--- config.mk ---
export PLATFORM = sky130hd
export DESIGN_NAME = flash_serial_power_on_state
export DESIGN_NICKNAME = d
export VERILOG_FILES = /design/src/flash_pkg.sv /design/src/pin_sync.sv /design/src/flash_serial_power_on_state.sv
export SDC_FILE = /design/constraint.sdc
export NUM_CORES = 1
export LEC_CHECK = 0
export BUFFER_PORTS_ARGS = -buffer_cell sky130_fd_sc_hd__buf_4
export CAP_MARGIN = 20
export CORE_ASPECT_RATIO = 0.6
export CORE_UTILIZATION = 64
export DETAILED_ROUTE_END_ITERATION = 8
export MAX_ROUTING_LAYER = met4
export PLACE_DENSITY_LB_ADDON = 0.05
export SETUP_SLACK_MARGIN = 0.05
export SLEW_MARGIN = 20
export SYNTH_ARGS = -nofsm -noshare
export SYNTH_HDL_FRONTEND = slang
export SYNTH_SLANG_ARGS = --single-unit
export TNS_END_PERCENT = 100
--- constraint.sdc ---
create_clock -name clock -period 5 [get_ports clock]
set_input_delay 0.25 -clock clock [delete_from_list [all_inputs] [get_ports clock]]
set_output_delay 0.25 -clock clock [all_outputs]
set_load 0.05 [all_outputs]
--- src/flash_pkg.sv ---
// Shared constants and carriers of the serial flash front end.
// Assumes a 250 MHz core clock; all serial pins arrive asynchronously.
package flash_pkg;

  // Clock and power-up timing
  localparam int CLK_KHZ          = 250000;
  localparam int SELECT_DELAY_US  = 70;
  localparam int WRITE_DELAY_MS   = 20;
  // Least time: round up to whole cycles
  localparam int SELECT_CYCLES_DFLT =
    (SELECT_DELAY_US * CLK_KHZ + 999) / 1000;
  // Longest time: round down
  localparam int WRITE_CYCLES_DFLT = WRITE_DELAY_MS * CLK_KHZ;
  localparam int CNT_W            = 23;

  // Instruction framing
  localparam int          OPC_W       = 8;
  localparam int          PAGE_W      = 13;
  localparam int          BYTE_W      = 10;
  localparam int          DC_W        = 1;
  localparam int          ADDR_W      = DC_W + PAGE_W + BYTE_W;
  localparam int          DUMMY_BYTES = 4;
  localparam int          BITCNT_W    = 5;
  localparam logic [7:0]  OPC_CONT_READ = 8'he8;
  localparam logic [BITCNT_W-1:0] OPC_LAST   = 5'h07;
  localparam logic [BITCNT_W-1:0] ADDR_LAST  = 5'h17;
  localparam logic [BITCNT_W-1:0] DUMMY_LAST = 5'h1f;
  localparam logic [2:0]  BIT_LAST    = 3'h7;

  typedef enum logic [5:0] {
    ST_STANDBY = 6'h01,
    ST_OPCODE  = 6'h02,
    ST_ADDR    = 6'h04,
    ST_DUMMY   = 6'h08,
    ST_DATA    = 6'h10,
    ST_IGNORE  = 6'h20
  } serial_state_e;

  typedef struct packed {
    logic [OPC_W-1:0]  opcode;
    logic [PAGE_W-1:0] page;
    logic [BYTE_W-1:0] byte_addr;
  } flash_cmd_s;

endpackage

--- src/pin_sync.sv ---
// Two-flop synchroniser for a group of asynchronous pins.
// Assumes each bit is an independent level; no bus coherence.
`timescale 1ns/100ps
module pin_sync #(
  parameter int W = 1
) (
  // Clock and reset
  input  wire logic         clock,
  input  wire logic         nrst,
  // Pins and result
  input  wire logic [W-1:0] async_i,
  input  wire logic [W-1:0] rst_val,
  output logic      [W-1:0] sync_o
);

  logic [W-1:0] meta_q;
  logic [W-1:0] sync_q;

  // First stage feeds only the second stage
  always_ff @(posedge clock or negedge nrst) begin
    if (!nrst) begin
      meta_q <= '1;
      sync_q <= '1;
    end else begin
      meta_q <= async_i;
      sync_q <= meta_q;
    end
  end

  // Reset value applied after the flops so no port reaches async reset
  logic [W-1:0] rst_seen_q;
  always_ff @(posedge clock or negedge nrst) begin
    if (!nrst) begin
      rst_seen_q <= '0;
    end else begin
      rst_seen_q <= '1;
    end
  end

  assign sync_o = (sync_q & rst_seen_q) | (rst_val & ~rst_seen_q);

endmodule

--- src/flash_serial_power_on_state.sv ---
// Serial front end of a flash device: power-up timing, mode pick,
// instruction framing and serial output enable.
// Assumes sck, cs_n and si arrive from pins; user logic on clock.
//
// Contract
// - After power-up or reset the device defaults to clock mode 3.
// - After reset the serial output is undriven until read data flows.
// - Instructions start only on a high-to-low chip select transition.
// - Each chip select fall samples idle clock: high mode 3, low mode 0.
// - While held in reset all operations stop and commands are ignored.
// - After power-up the device rests in standby until selected.
// - E8h carries 1 don't-care, 13 page, 10 byte bits, 4 dummy bytes.
`timescale 1ns/100ps
module flash_serial_power_on_state #(
  parameter int unsigned SELECT_CYCLES = flash_pkg::SELECT_CYCLES_DFLT,
  parameter int unsigned WRITE_CYCLES  = flash_pkg::WRITE_CYCLES_DFLT
) (
  // Clock and reset
  input  wire logic                 clock,
  input  wire logic                 nrst,
  // Serial pins
  input  wire logic                 sck,
  input  wire logic                 cs_n,
  input  wire logic                 si,
  output logic                      so_o,
  output logic                      so_oe,
  // Status
  output logic                      mode3,
  output logic                      standby,
  output logic                      select_ok,
  output logic                      write_enable_delay_done,
  output logic                      early_select,
  // Decoded instruction
  output flash_pkg::flash_cmd_s     cmd,
  output logic                      cmd_valid,
  // Read data supply
  output logic                      rd_req,
  input  wire logic [7:0]           rd_data
);
  import flash_pkg::*;

  ////////////////////////////////////////////////////////////////////////
  // Pin synchronisers and edges

  logic [2:0] pins_s;
  logic       sck_s;
  logic       cs_s;
  logic       si_s;
  logic       sck_prev_q;
  logic       cs_prev_q;

  // Idle pin levels: clock high, deselected
  pin_sync #(.W(3)) u_sync (
    .clock   (clock),
    .nrst    (nrst),
    .async_i ({sck, cs_n, si}),
    .rst_val (3'h6),
    .sync_o  (pins_s)
  );

  assign sck_s = pins_s[2];
  assign cs_s  = pins_s[1];
  assign si_s  = pins_s[0];

  always_ff @(posedge clock or negedge nrst) begin
    if (!nrst) begin
      sck_prev_q <= 1'b1;
      cs_prev_q  <= 1'b1;
    end else begin
      sck_prev_q <= sck_s;
      cs_prev_q  <= cs_s;
    end
  end

  wire sck_rise = sck_s & ~sck_prev_q;
  wire sck_fall = ~sck_s & sck_prev_q;
  wire cs_fall  = ~cs_s & cs_prev_q;
  wire cs_high  = cs_s;

  ////////////////////////////////////////////////////////////////////////
  // Power-up delay counters

  logic [CNT_W-1:0] sel_cnt_q;
  logic [CNT_W-1:0] wr_cnt_q;
  logic             sel_ok_q;
  logic             wr_ok_q;

  wire sel_done = sel_cnt_q >= CNT_W'(SELECT_CYCLES);
  wire wr_done  = wr_cnt_q >= CNT_W'(WRITE_CYCLES);

  // Counters run from reset release; the device only reports readiness
  always_ff @(posedge clock or negedge nrst) begin
    if (!nrst) begin
      sel_cnt_q <= '0;
      wr_cnt_q  <= '0;
      sel_ok_q  <= 1'b0;
      wr_ok_q   <= 1'b0;
    end else begin
      sel_cnt_q <= sel_done ? sel_cnt_q : sel_cnt_q + 1'b1;
      wr_cnt_q  <= wr_done ? wr_cnt_q : wr_cnt_q + 1'b1;
      sel_ok_q  <= sel_done;
      wr_ok_q   <= wr_done;
    end
  end

  assign select_ok               = sel_ok_q;
  assign write_enable_delay_done = wr_ok_q;

  ////////////////////////////////////////////////////////////////////////
  // Select arming and mode pick

  logic       armed_q;
  logic       mode3_q;
  logic       early_q;
  // Synchroniser shows its reset level for two edges; arm on real pins only
  logic [1:0] live_q;

  // Chip select already low at reset release never starts a frame
  wire frame_start = cs_fall & armed_q;

  always_ff @(posedge clock or negedge nrst) begin
    if (!nrst) begin
      armed_q <= 1'b0;
      mode3_q <= 1'b1;
      early_q <= 1'b0;
      live_q  <= '0;
    end else begin
      live_q  <= {live_q[0], 1'b1};
      armed_q <= armed_q | (cs_high & live_q[1]);
      if (frame_start) begin
        mode3_q <= sck_s;
      end
      // Sticky flag for a select before the select delay ran out
      if (frame_start && !sel_ok_q) begin
        early_q <= 1'b1;
      end
    end
  end

  assign mode3        = mode3_q;
  assign early_select = early_q;

  ////////////////////////////////////////////////////////////////////////
  // Instruction framing

  serial_state_e    state_q;
  serial_state_e    state_d;
  logic [BITCNT_W-1:0] bit_q;
  logic [ADDR_W-1:0]   shin_q;
  logic [OPC_W-1:0]    opc_q;
  logic [2:0]          dummy_q;
  logic                seen_rise_q;

  wire in_frame  = ~state_q[0];
  wire [ADDR_W-1:0] shin_next = {shin_q[ADDR_W-2:0], si_s};
  // Mode 3 opens with a falling edge that carries no bit
  wire edge_ok   = ~mode3_q | seen_rise_q;
  wire take_bit  = sck_rise & in_frame;
  wire opc_end   = take_bit & (state_q == ST_OPCODE) & (bit_q == OPC_LAST);
  wire is_read   = shin_next[OPC_W-1:0] == OPC_CONT_READ;
  wire addr_end  = take_bit & (state_q == ST_ADDR) & (bit_q == ADDR_LAST);
  wire dummy_end = take_bit & (state_q == ST_DUMMY) &
                   (bit_q[2:0] == BIT_LAST) &
                   (dummy_q == 3'(DUMMY_BYTES - 1));

  always_comb begin
    state_d = state_q;
    unique case (state_q)
      ST_STANDBY: if (frame_start) state_d = ST_OPCODE;
      ST_OPCODE:  if (opc_end) state_d = is_read ? ST_ADDR : ST_IGNORE;
      ST_ADDR:    if (addr_end) state_d = ST_DUMMY;
      ST_DUMMY:   if (dummy_end) state_d = ST_DATA;
      ST_DATA:    state_d = ST_DATA;
      ST_IGNORE:  state_d = ST_IGNORE;
    endcase
    // Deselect always ends the frame and returns to standby
    if (cs_high) state_d = ST_STANDBY;
  end

  // Reset holds everything idle, so no command can be taken
  always_ff @(posedge clock or negedge nrst) begin
    if (!nrst) begin
      state_q     <= ST_STANDBY;
      bit_q       <= '0;
      shin_q      <= '0;
      opc_q       <= '0;
      dummy_q     <= '0;
      seen_rise_q <= 1'b0;
    end else begin
      state_q <= state_d;
      if (!in_frame) begin
        bit_q       <= '0;
        dummy_q     <= '0;
        seen_rise_q <= 1'b0;
      end else if (take_bit) begin
        seen_rise_q <= 1'b1;
        shin_q      <= shin_next;
        bit_q       <= (opc_end || addr_end) ? '0 : bit_q + 1'b1;
        if (opc_end) begin
          opc_q <= shin_next[OPC_W-1:0];
        end
        if (state_q == ST_DUMMY && bit_q[2:0] == BIT_LAST) begin
          dummy_q <= dummy_q + 1'b1;
        end
      end
    end
  end

  ////////////////////////////////////////////////////////////////////////
  // Decoded instruction report

  flash_cmd_s cmd_q;
  logic       cmd_valid_q;

  always_ff @(posedge clock or negedge nrst) begin
    if (!nrst) begin
      cmd_q       <= '0;
      cmd_valid_q <= 1'b0;
    end else begin
      cmd_valid_q <= 1'b0;
      if (opc_end && !is_read) begin
        cmd_q       <= '{opcode: shin_next[OPC_W-1:0], page: '0,
                         byte_addr: '0};
        cmd_valid_q <= 1'b1;
      end else if (addr_end) begin
        // Top address bit is a don't-care and is dropped
        cmd_q       <= '{opcode: opc_q,
                         page: shin_next[BYTE_W +: PAGE_W],
                         byte_addr: shin_next[BYTE_W-1:0]};
        cmd_valid_q <= 1'b1;
      end
    end
  end

  assign cmd       = cmd_q;
  assign cmd_valid = cmd_valid_q;
  assign standby   = state_q == ST_STANDBY;

  ////////////////////////////////////////////////////////////////////////
  // Serial output

  logic [7:0] shout_q;
  logic [2:0] out_cnt_q;
  logic       so_q;
  logic       oe_q;

  wire out_edge = sck_fall & (state_q == ST_DATA) & edge_ok & ~cs_high;
  wire reload   = dummy_end | (out_edge & (out_cnt_q == BIT_LAST));

  assign rd_req = reload & ~cs_high;

  always_ff @(posedge clock or negedge nrst) begin
    if (!nrst) begin
      shout_q   <= '0;
      out_cnt_q <= '0;
      so_q      <= 1'b0;
      oe_q      <= 1'b0;
    end else begin
      if (dummy_end) begin
        shout_q   <= rd_data;
        out_cnt_q <= '0;
      end else if (out_edge) begin
        so_q      <= shout_q[7];
        oe_q      <= 1'b1;
        out_cnt_q <= out_cnt_q + 1'b1;
        shout_q   <= reload ? rd_data : {shout_q[6:0], 1'b0};
      end
      // Released on deselect whatever mode the frame used
      if (cs_high) begin
        oe_q <= 1'b0;
      end
    end
  end

  assign so_o  = so_q;
  assign so_oe = oe_q;

endmodule

==> results of run 1 <==
==> critical path, cell delays in order, from the launching register on <==
cell	delay (ns)
dfstp_2	0.43
or4_1	0.60
nor3b_1	0.39
nand4_1	0.54
a21boi_1	0.42
nor2_1	0.17
buf_4	0.21
==> metrics by stage <==
stage	worst slack, ns	std cells	cell area [µm²]
2_1_floorplan	2.44	623	6400
3_3_place_gp	2.22	778	6870
3_5_place_dp	2.17	778	6870
4_1_cts	1.59	814	7580
5_1_grt	1.39	814	7580
6_report	1.57	814	7580
==> cell usage after synthesis, types with 4 or more instances <==
master	n	area share
o21ai_0	5	0.0039
nor3b_1	4	0.0047
nand3_1	54	0.042
nand4_1	13	0.013
buf_2	5	0.0039
nand2_1	158	0.093
ha_1	10	0.020
nor2_1	16	0.0094
nor3_1	10	0.0078
a21oi_1	8	0.0063
o21ai_1	13	0.010
nand3b_1	6	0.0070
nor4_1	7	0.0068
mux2_2	4	0.0070
dfstp_2	10	0.041
clkbuf_1	27	0.016
inv_1	16	0.0094
xor2_1	9	0.012
o22ai_1	7	0.0068
and3_1	11	0.011
a2bb2oi_1	8	0.011
dfrtp_1	141	0.55
xnor2_1	27	0.037
or4_1	4	0.0047
o211ai_1	5	0.0059
==> logic make-up after synthesis <==
kind of cell,count (synthesis),synth area share
flops,151,0.593
fa+ha+maj,10,0.0196
simple gates,303,0.225
compound gates,67,0.0724
other cells,1,0.000586
buf+inv,49,0.0297
xor+xnor,37,0.0518
mux,5,0.00861
==> layer usage <==
metal	GRT usage	part of all wire	vias to the layer above
met4	0.0977	0.014	0
met3	0.0744	0.069	22
li1	-	-	2222
met2	0.471	0.46	185
met5	-	0	-
met1	0.467	0.46	2482
==> report_power, final <==
group	internal, mW	leakage, nW	total (mW)	switching, mW
logic	0.0264	1.48	0.0800	0.0536
clock network	0.940	0.329	1.45	0.513
registers	1.24	2.01	1.26	0.0190
total	2.21	3.81	2.79	0.586
==> timing repair <==
action	4_1_cts	5_1_grt
buffers inserted	0	0
hold buffers	4	0
hold endpoints to repair	94	0
==> registers in the layout (all words and copies together), names as in the netlist, 2 cells and up <==
name and flops:
bit_q 5, opc_q 8, wr_cnt_q 23, sel_cnt_q 23, dummy_q 3, state_q 6
live_q 2, u_sync.sync_q 3, shin_q 22, cmd 31, u_sync.meta_q 3, shout_q 8
out_cnt_q 3
==> path summary, 6_finish.rpt <==
kind | end | cells past startpoint | slack (ns) | from
hold / removal | shout_q[0]$_DFFE_PN0P_ | 3 | 0.07 | rd_data[0]
setup reg to reg | shout_q[1]$_DFFE_PN0P_ | 5 | 2.25 | state_q[0]$_DFFE_PN1P_
min in group asynchronous | armed_q$_DFF_PN0_ | 2 | 0.48 | nrst
hold reg to reg | u_sync.sync_q[0]$_DFF_PN1_ | 0 | 0.36 | u_sync.meta_q[0]$_DFF_PN1_
max in group asynchronous | cmd[8]$_DFFE_PN0P_ | 3 | 3.27 | nrst
setup / recovery | rd_req | 6 | 1.57 | state_q[0]$_DFFE_PN1P_
==> layout make-up <==
cell class                      count  area (µm²)
Clock buffer                       21         480
Clock inverter                     11         194
Fill cell                         568        1840
Inverter                           17        63.8
Multi-Input combinational cell    423        2420
Sequential cell                   151        3790
Tap cell                          130         163
Timing Repair Buffer               61         472
==> results.py, run 1 <==
metrics = {
    "cts": {
        "cts_tree": "built",
        "cts_max_level": 4,
        "clockBufferDepth": 2,
        "cts_resized": 0,
        "clockRootBuffer": "clkbuf_16",
        "cts_made_buffers": 17,
        "cts_num_sinks": 151,
        "insertion_delay_ns": 0.42,
        "path_clk_slew_ns": 0.06,
    },
    "route": {
        "num_vias": 4911,
        "wl_um": 14800,
        "avgViaCountPerCell": 6.03,
        "drt_pass1_iterations": 6,
        "antenna_left": 0,
        "routedWlPerCell_um": 18.2,
        "drt_iter0_drc": 475,
        "route.detailed.drc": 0,
    },
    "sta": {
        "drv_slew": 0,
        "worst_pin_slew_ns": 1.01,
        "timing.fmax_mhz": 292,
        "rsz0062_at_grt": "false",
        "slew-limit-headroom": 0.330,
        "fin_crit_ns": 3.43,
        "hold_viol_final": 0,
        "tns_ns": 0,
        "worst_clock_skew_ns": 0.00610,
        "hold_ws_ns": 0.0719,
        "setup_viol": 0,
        "period_share": 0.685,
    },
    "pwr": {
        "p_per_area_nw_per_um2": 368,
        "peakVddDrop_uv": 243,
        "power_mw": 2.79,
        "total_leakage_power_nw": 3.81,
    },
    "synth": {
        "syn_nets": 646,
        "synthDistinctLibCells": 57,
        "netlist_area_um2": 6400,
        "synth-main-ff-cell": "dfrtp_1",
        "post_synth_inst_count": 623,
        "ys_warn_count": 0,
        "synth_enable_flop_cells": 0,
        "ys_seq_area_frac": 0.593,
        "ys_async_sr_fraction": 1.00,
        "avgSynthCellArea_um2": 10.3,
        "yosys_register_bits": 151,
    },
    "finish": {
        "syn_to_final_growth_pct": 18.6,
        "finalNetCount": 694,
        "final_cell_mix": "158 x nand2_1, 141 x dfrtp_1, 56 x buf_4, 54 x nand3_1, 27 x xnor2_1",
        "antenna_cells": 0,
        "drive_gt1_frac": 0.161,
        "final_common_cell": "nand2_1",
        "final_core_util": 0.805,
    },
    "setup_path": {
        "worstPathRequired_ns": 4.75,
        "cp-start-kind": "register",
        "endpoint_kind": "output pin",
        "critical_path.max_fanout": 15,
        "arrival_ns": 3.18,
        "path_class": "register to output pin",
    },
    "floorplan": {
        "core_area_um2": 9430,
        "die_h_um": 79.4,
        "std_cell_rows": 27,
        "die_w_um": 131,
        "initial_utilization": 0.679,
        "top_level_ports": 53,
        "die-area_um2": 10400,
    },
    "global_routing": {
        "antenna_found_initial": 0,
        "grt_usage": 0.327,
        "grt_pass1_vias": 4770,
        "grt_max_degree": 101,
        "grt_pass1_wl_um": 24500,
        "gr-total-overflow": 0,
    },
    "place": {
        "portBuffers": 52,
        "dp_hpwl_um": 9150,
        "place_congestion": 0.897,
    },
    "run_status": {
        "outcome": "finished clean",
    },
    "job": {
        "cap_violations": 0,
    },
    "worst_hold_path": {
        "min_path_type": "primary input to register",
    },
}
No activity file was read; power rests on OpenSTA's default activity.
==> inputs of run 2 (changes only) <==
--- a/config.mk
+++ b/config.mk
@@ -5,10 +5,11 @@
 export SDC_FILE = /design/constraint.sdc
 export NUM_CORES = 1
 export LEC_CHECK = 0
+export ABC_AREA = 1
 export BUFFER_PORTS_ARGS = -buffer_cell sky130_fd_sc_hd__buf_4
 export CAP_MARGIN = 20
 export CORE_ASPECT_RATIO = 0.6
-export CORE_UTILIZATION = 64
+export CORE_UTILIZATION = 55
 export DETAILED_ROUTE_END_ITERATION = 8
 export MAX_ROUTING_LAYER = met4
 export PLACE_DENSITY_LB_ADDON = 0.05
==> constraint.sdc (replaced) <==
create_clock -name clock -period 3.1 [get_ports clock]
set_input_delay 0.155 -clock clock [delete_from_list [all_inputs] [get_ports clock]]
set_output_delay 0.155 -clock clock [all_outputs]
set_load 0.05 [all_outputs]
==> results.py, run 2 <==
metrics = {
    "run_status": {
        "outcome": "finished clean",
    },
    "route": {
        "antenna_left": 0,
        "route.detailed.drc": 0,
        "avgViaCountPerCell": 5.20,
        "routedWlPerCell_um": 14.0,
        "num_vias": 5742,
        "drt_iter0_drc": 355,
        "drt_pass1_iterations": 5,
        "wl_um": 15500,
    },
    "sta": {
        "drv_slew": 0,
        "period_share": 0.754,
        "fin_crit_ns": 2.34,
        "timing.fmax_mhz": 428,
        "setup_viol": 0,
        "hold_viol_final": 0,
        "worst_pin_slew_ns": 0.896,
        "worst_clock_skew_ns": 0.0125,
        "tns_ns": 0,
        "slew-limit-headroom": 0.402,
        "hold_ws_ns": 0.0346,
        "rsz0062_at_grt": "false",
    },
    "cts": {
        "cts_made_buffers": 17,
        "cts_tree": "built",
        "clockRootBuffer": "clkbuf_16",
        "cts_num_sinks": 151,
        "path_clk_slew_ns": 0.06,
        "insertion_delay_ns": 0.43,
        "cts_max_level": 4,
        "clockBufferDepth": 2,
        "cts_resized": 0,
    },
    "setup_path": {
        "arrival_ns": 2.18,
        "endpoint_kind": "output pin",
        "critical_path.max_fanout": 12,
        "worstPathRequired_ns": 2.94,
        "path_class": "register to output pin",
        "cp-start-kind": "register",
    },
    "global_routing": {
        "grt_pass1_vias": 5492,
        "grt_usage": 0.247,
        "gr-total-overflow": 0,
        "grt_max_degree": 86,
        "grt_pass1_wl_um": 26800,
        "top_usage_layer": "met2",
        "antenna_found_initial": 0,
        "use_met3": 0.0510,
        "met1_usage": 0.354,
        "met2_usage": 0.354,
    },
    "finish": {
        "largest_register_ffs": 31,
        "final_cell_mix": "255 x nand2_1, 141 x dfrtp_1, 92 x inv_1, 68 x nor2_1, 63 x nand3_1",
        "finalNetCount": 945,
        "drive_gt1_frac": 0.181,
        "final_common_cell": "nand2_1",
        "fin_cells": 1105,
        "antenna_cells": 0,
        "fill_cells": 1077,
        "syn_to_final_growth_pct": 14.6,
        "final_core_util": 0.659,
    },
    "synth": {
        "yosys.area_share.adder": 0.0166,
        "synth_compound_area_frac": 0.0910,
        "netlist_area_um2": 7520,
        "ys_seq_area_frac": 0.504,
        "synth_top_family_by_area": "simple AND/OR/NAND/NOR gates",
        "yosys.area.top_type_share": 0.469,
        "syn_nets": 896,
        "synth_top_cell_by_area": "dfrtp_1",
        "yosys-top-cells-area": "dfrtp_1 47%, nand2_1 13%, inv_1 4.6%",
        "synth-xor-area-share": 0.0349,
        "yosys_register_bits": 151,
        "synth-main-ff-cell": "dfrtp_1",
        "yosysMostFrequentCell": "nand2_1",
        "synth_enable_flop_cells": 0,
        "ys_async_sr_fraction": 1.00,
        "ys_warn_count": 0,
        "post_synth_inst_count": 873,
        "synth_simple_gate_area_frac": 0.272,
        "ys_top_cells_by_count": "255 x nand2_1, 141 x dfrtp_1, 92 x inv_1, 68 x nor2_1, 63 x nand3_1",
        "avgSynthCellArea_um2": 8.62,
        "synth_mux_area_frac": 0,
        "synthDistinctLibCells": 43,
    },
    "place": {
        "place_inst": 1068,
        "dp_hpwl_um": 10600,
        "portBuffers": 52,
        "place_congestion": 0.913,
    },
    "pwr": {
        "power_mw": 4.35,
        "peakVddDrop_uv": 360,
        "p_per_area_nw_per_um2": 505,
        "total_leakage_power_nw": 4.18,
    },
    "floorplan": {
        "die-area_um2": 14200,
        "initial_utilization": 0.575,
        "core_area_um2": 13100,
        "std_cell_rows": 32,
        "top_level_ports": 53,
        "die_w_um": 153,
        "die_h_um": 92.6,
    },
    "worst_hold_path": {
        "min_path_type": "primary input to register",
    },
    "job": {
        "cap_violations": 0,
    },
}
==> run 2: path summary, 6_finish.rpt <==
path | startpoint | end | slack [ns] | depth (start not counted)
max | bit_q[0]$_DFFE_PN0P_ | rd_req | 0.76 | 7
min | rd_data[2] | shout_q[2]$_DFFE_PN0P_ | 0.03 | 5
max reg2reg | wr_cnt_q[9]$_DFFE_PN0N_ | wr_cnt_q[6]$_DFFE_PN0N_ | 1.13 | 9
min reg2reg | u_sync.meta_q[2]$_DFF_PN1_ | u_sync.sync_q[2]$_DFF_PN1_ | 0.36 | 0
max in group asynchronous | nrst | cs_prev_q$_DFF_PN1_ | 1.94 | 3
min in group asynchronous | nrst | wr_cnt_q[2]$_DFFE_PN0N_ | 0.36 | 2
==> run 2: per-layer routing <==
metal,routed length (µm),part of all wire
met5,0,0
met4,118,0.0076
met3,784,0.051
met2,6590,0.43
met1,7960,0.51
==> run 2: cell type report <==
cell class,count,area (µm²),area share
flip-flops and latches,151,3790,0.440
multi-input cells,595,3120,0.362
repair buffers,60,479,0.0556
clock buffers,18,439,0.0509
inverters,97,379,0.0440
well taps,170,213,0.0247
clock inverters,14,198,0.0229
==> run 2: metrics by stage <==
step / instance area (µm²) / worst slack (ns)
finish: 8620 / 0.764
global route: 8620 / 0.628
CTS: 8620 / 0.769
detailed placement: 7940 / 1.16
global placement: 7940 / 1.16
floorplan: 7520 / 1.39
==> run 2: power by group <==
| part | internal, mW | switching (mW) |
|---|---|---|
| clock network | 1.37 | 0.852 |
| registers | 1.99 | 0.0122 |
| logic | 0.0339 | 0.0872 |
| total | 3.40 | 0.951 |
==> run 2: critical path: stages, from the launching register on <==
cell	delay [ns]
dfrtp_1	0.38
ha_1	0.26
ha_1	0.29
nand4_4	0.25
nand2_2	0.23
nand3_1	0.09
inv_1	0.06
buf_4	0.18
==> run 2: cell families after synthesis <==
logic type	after synthesis
simple gates	450
flops	151
buf+inv	127
compound gates	104
xor+xnor	30
fa+ha+maj	10
other cells	1
==> run 2: what timing repair did <==
item | CTS | global route
endpoints found under the hold margin | 78 | 0
hold buffers | 5 | 0
setup buffers | 0 | 0
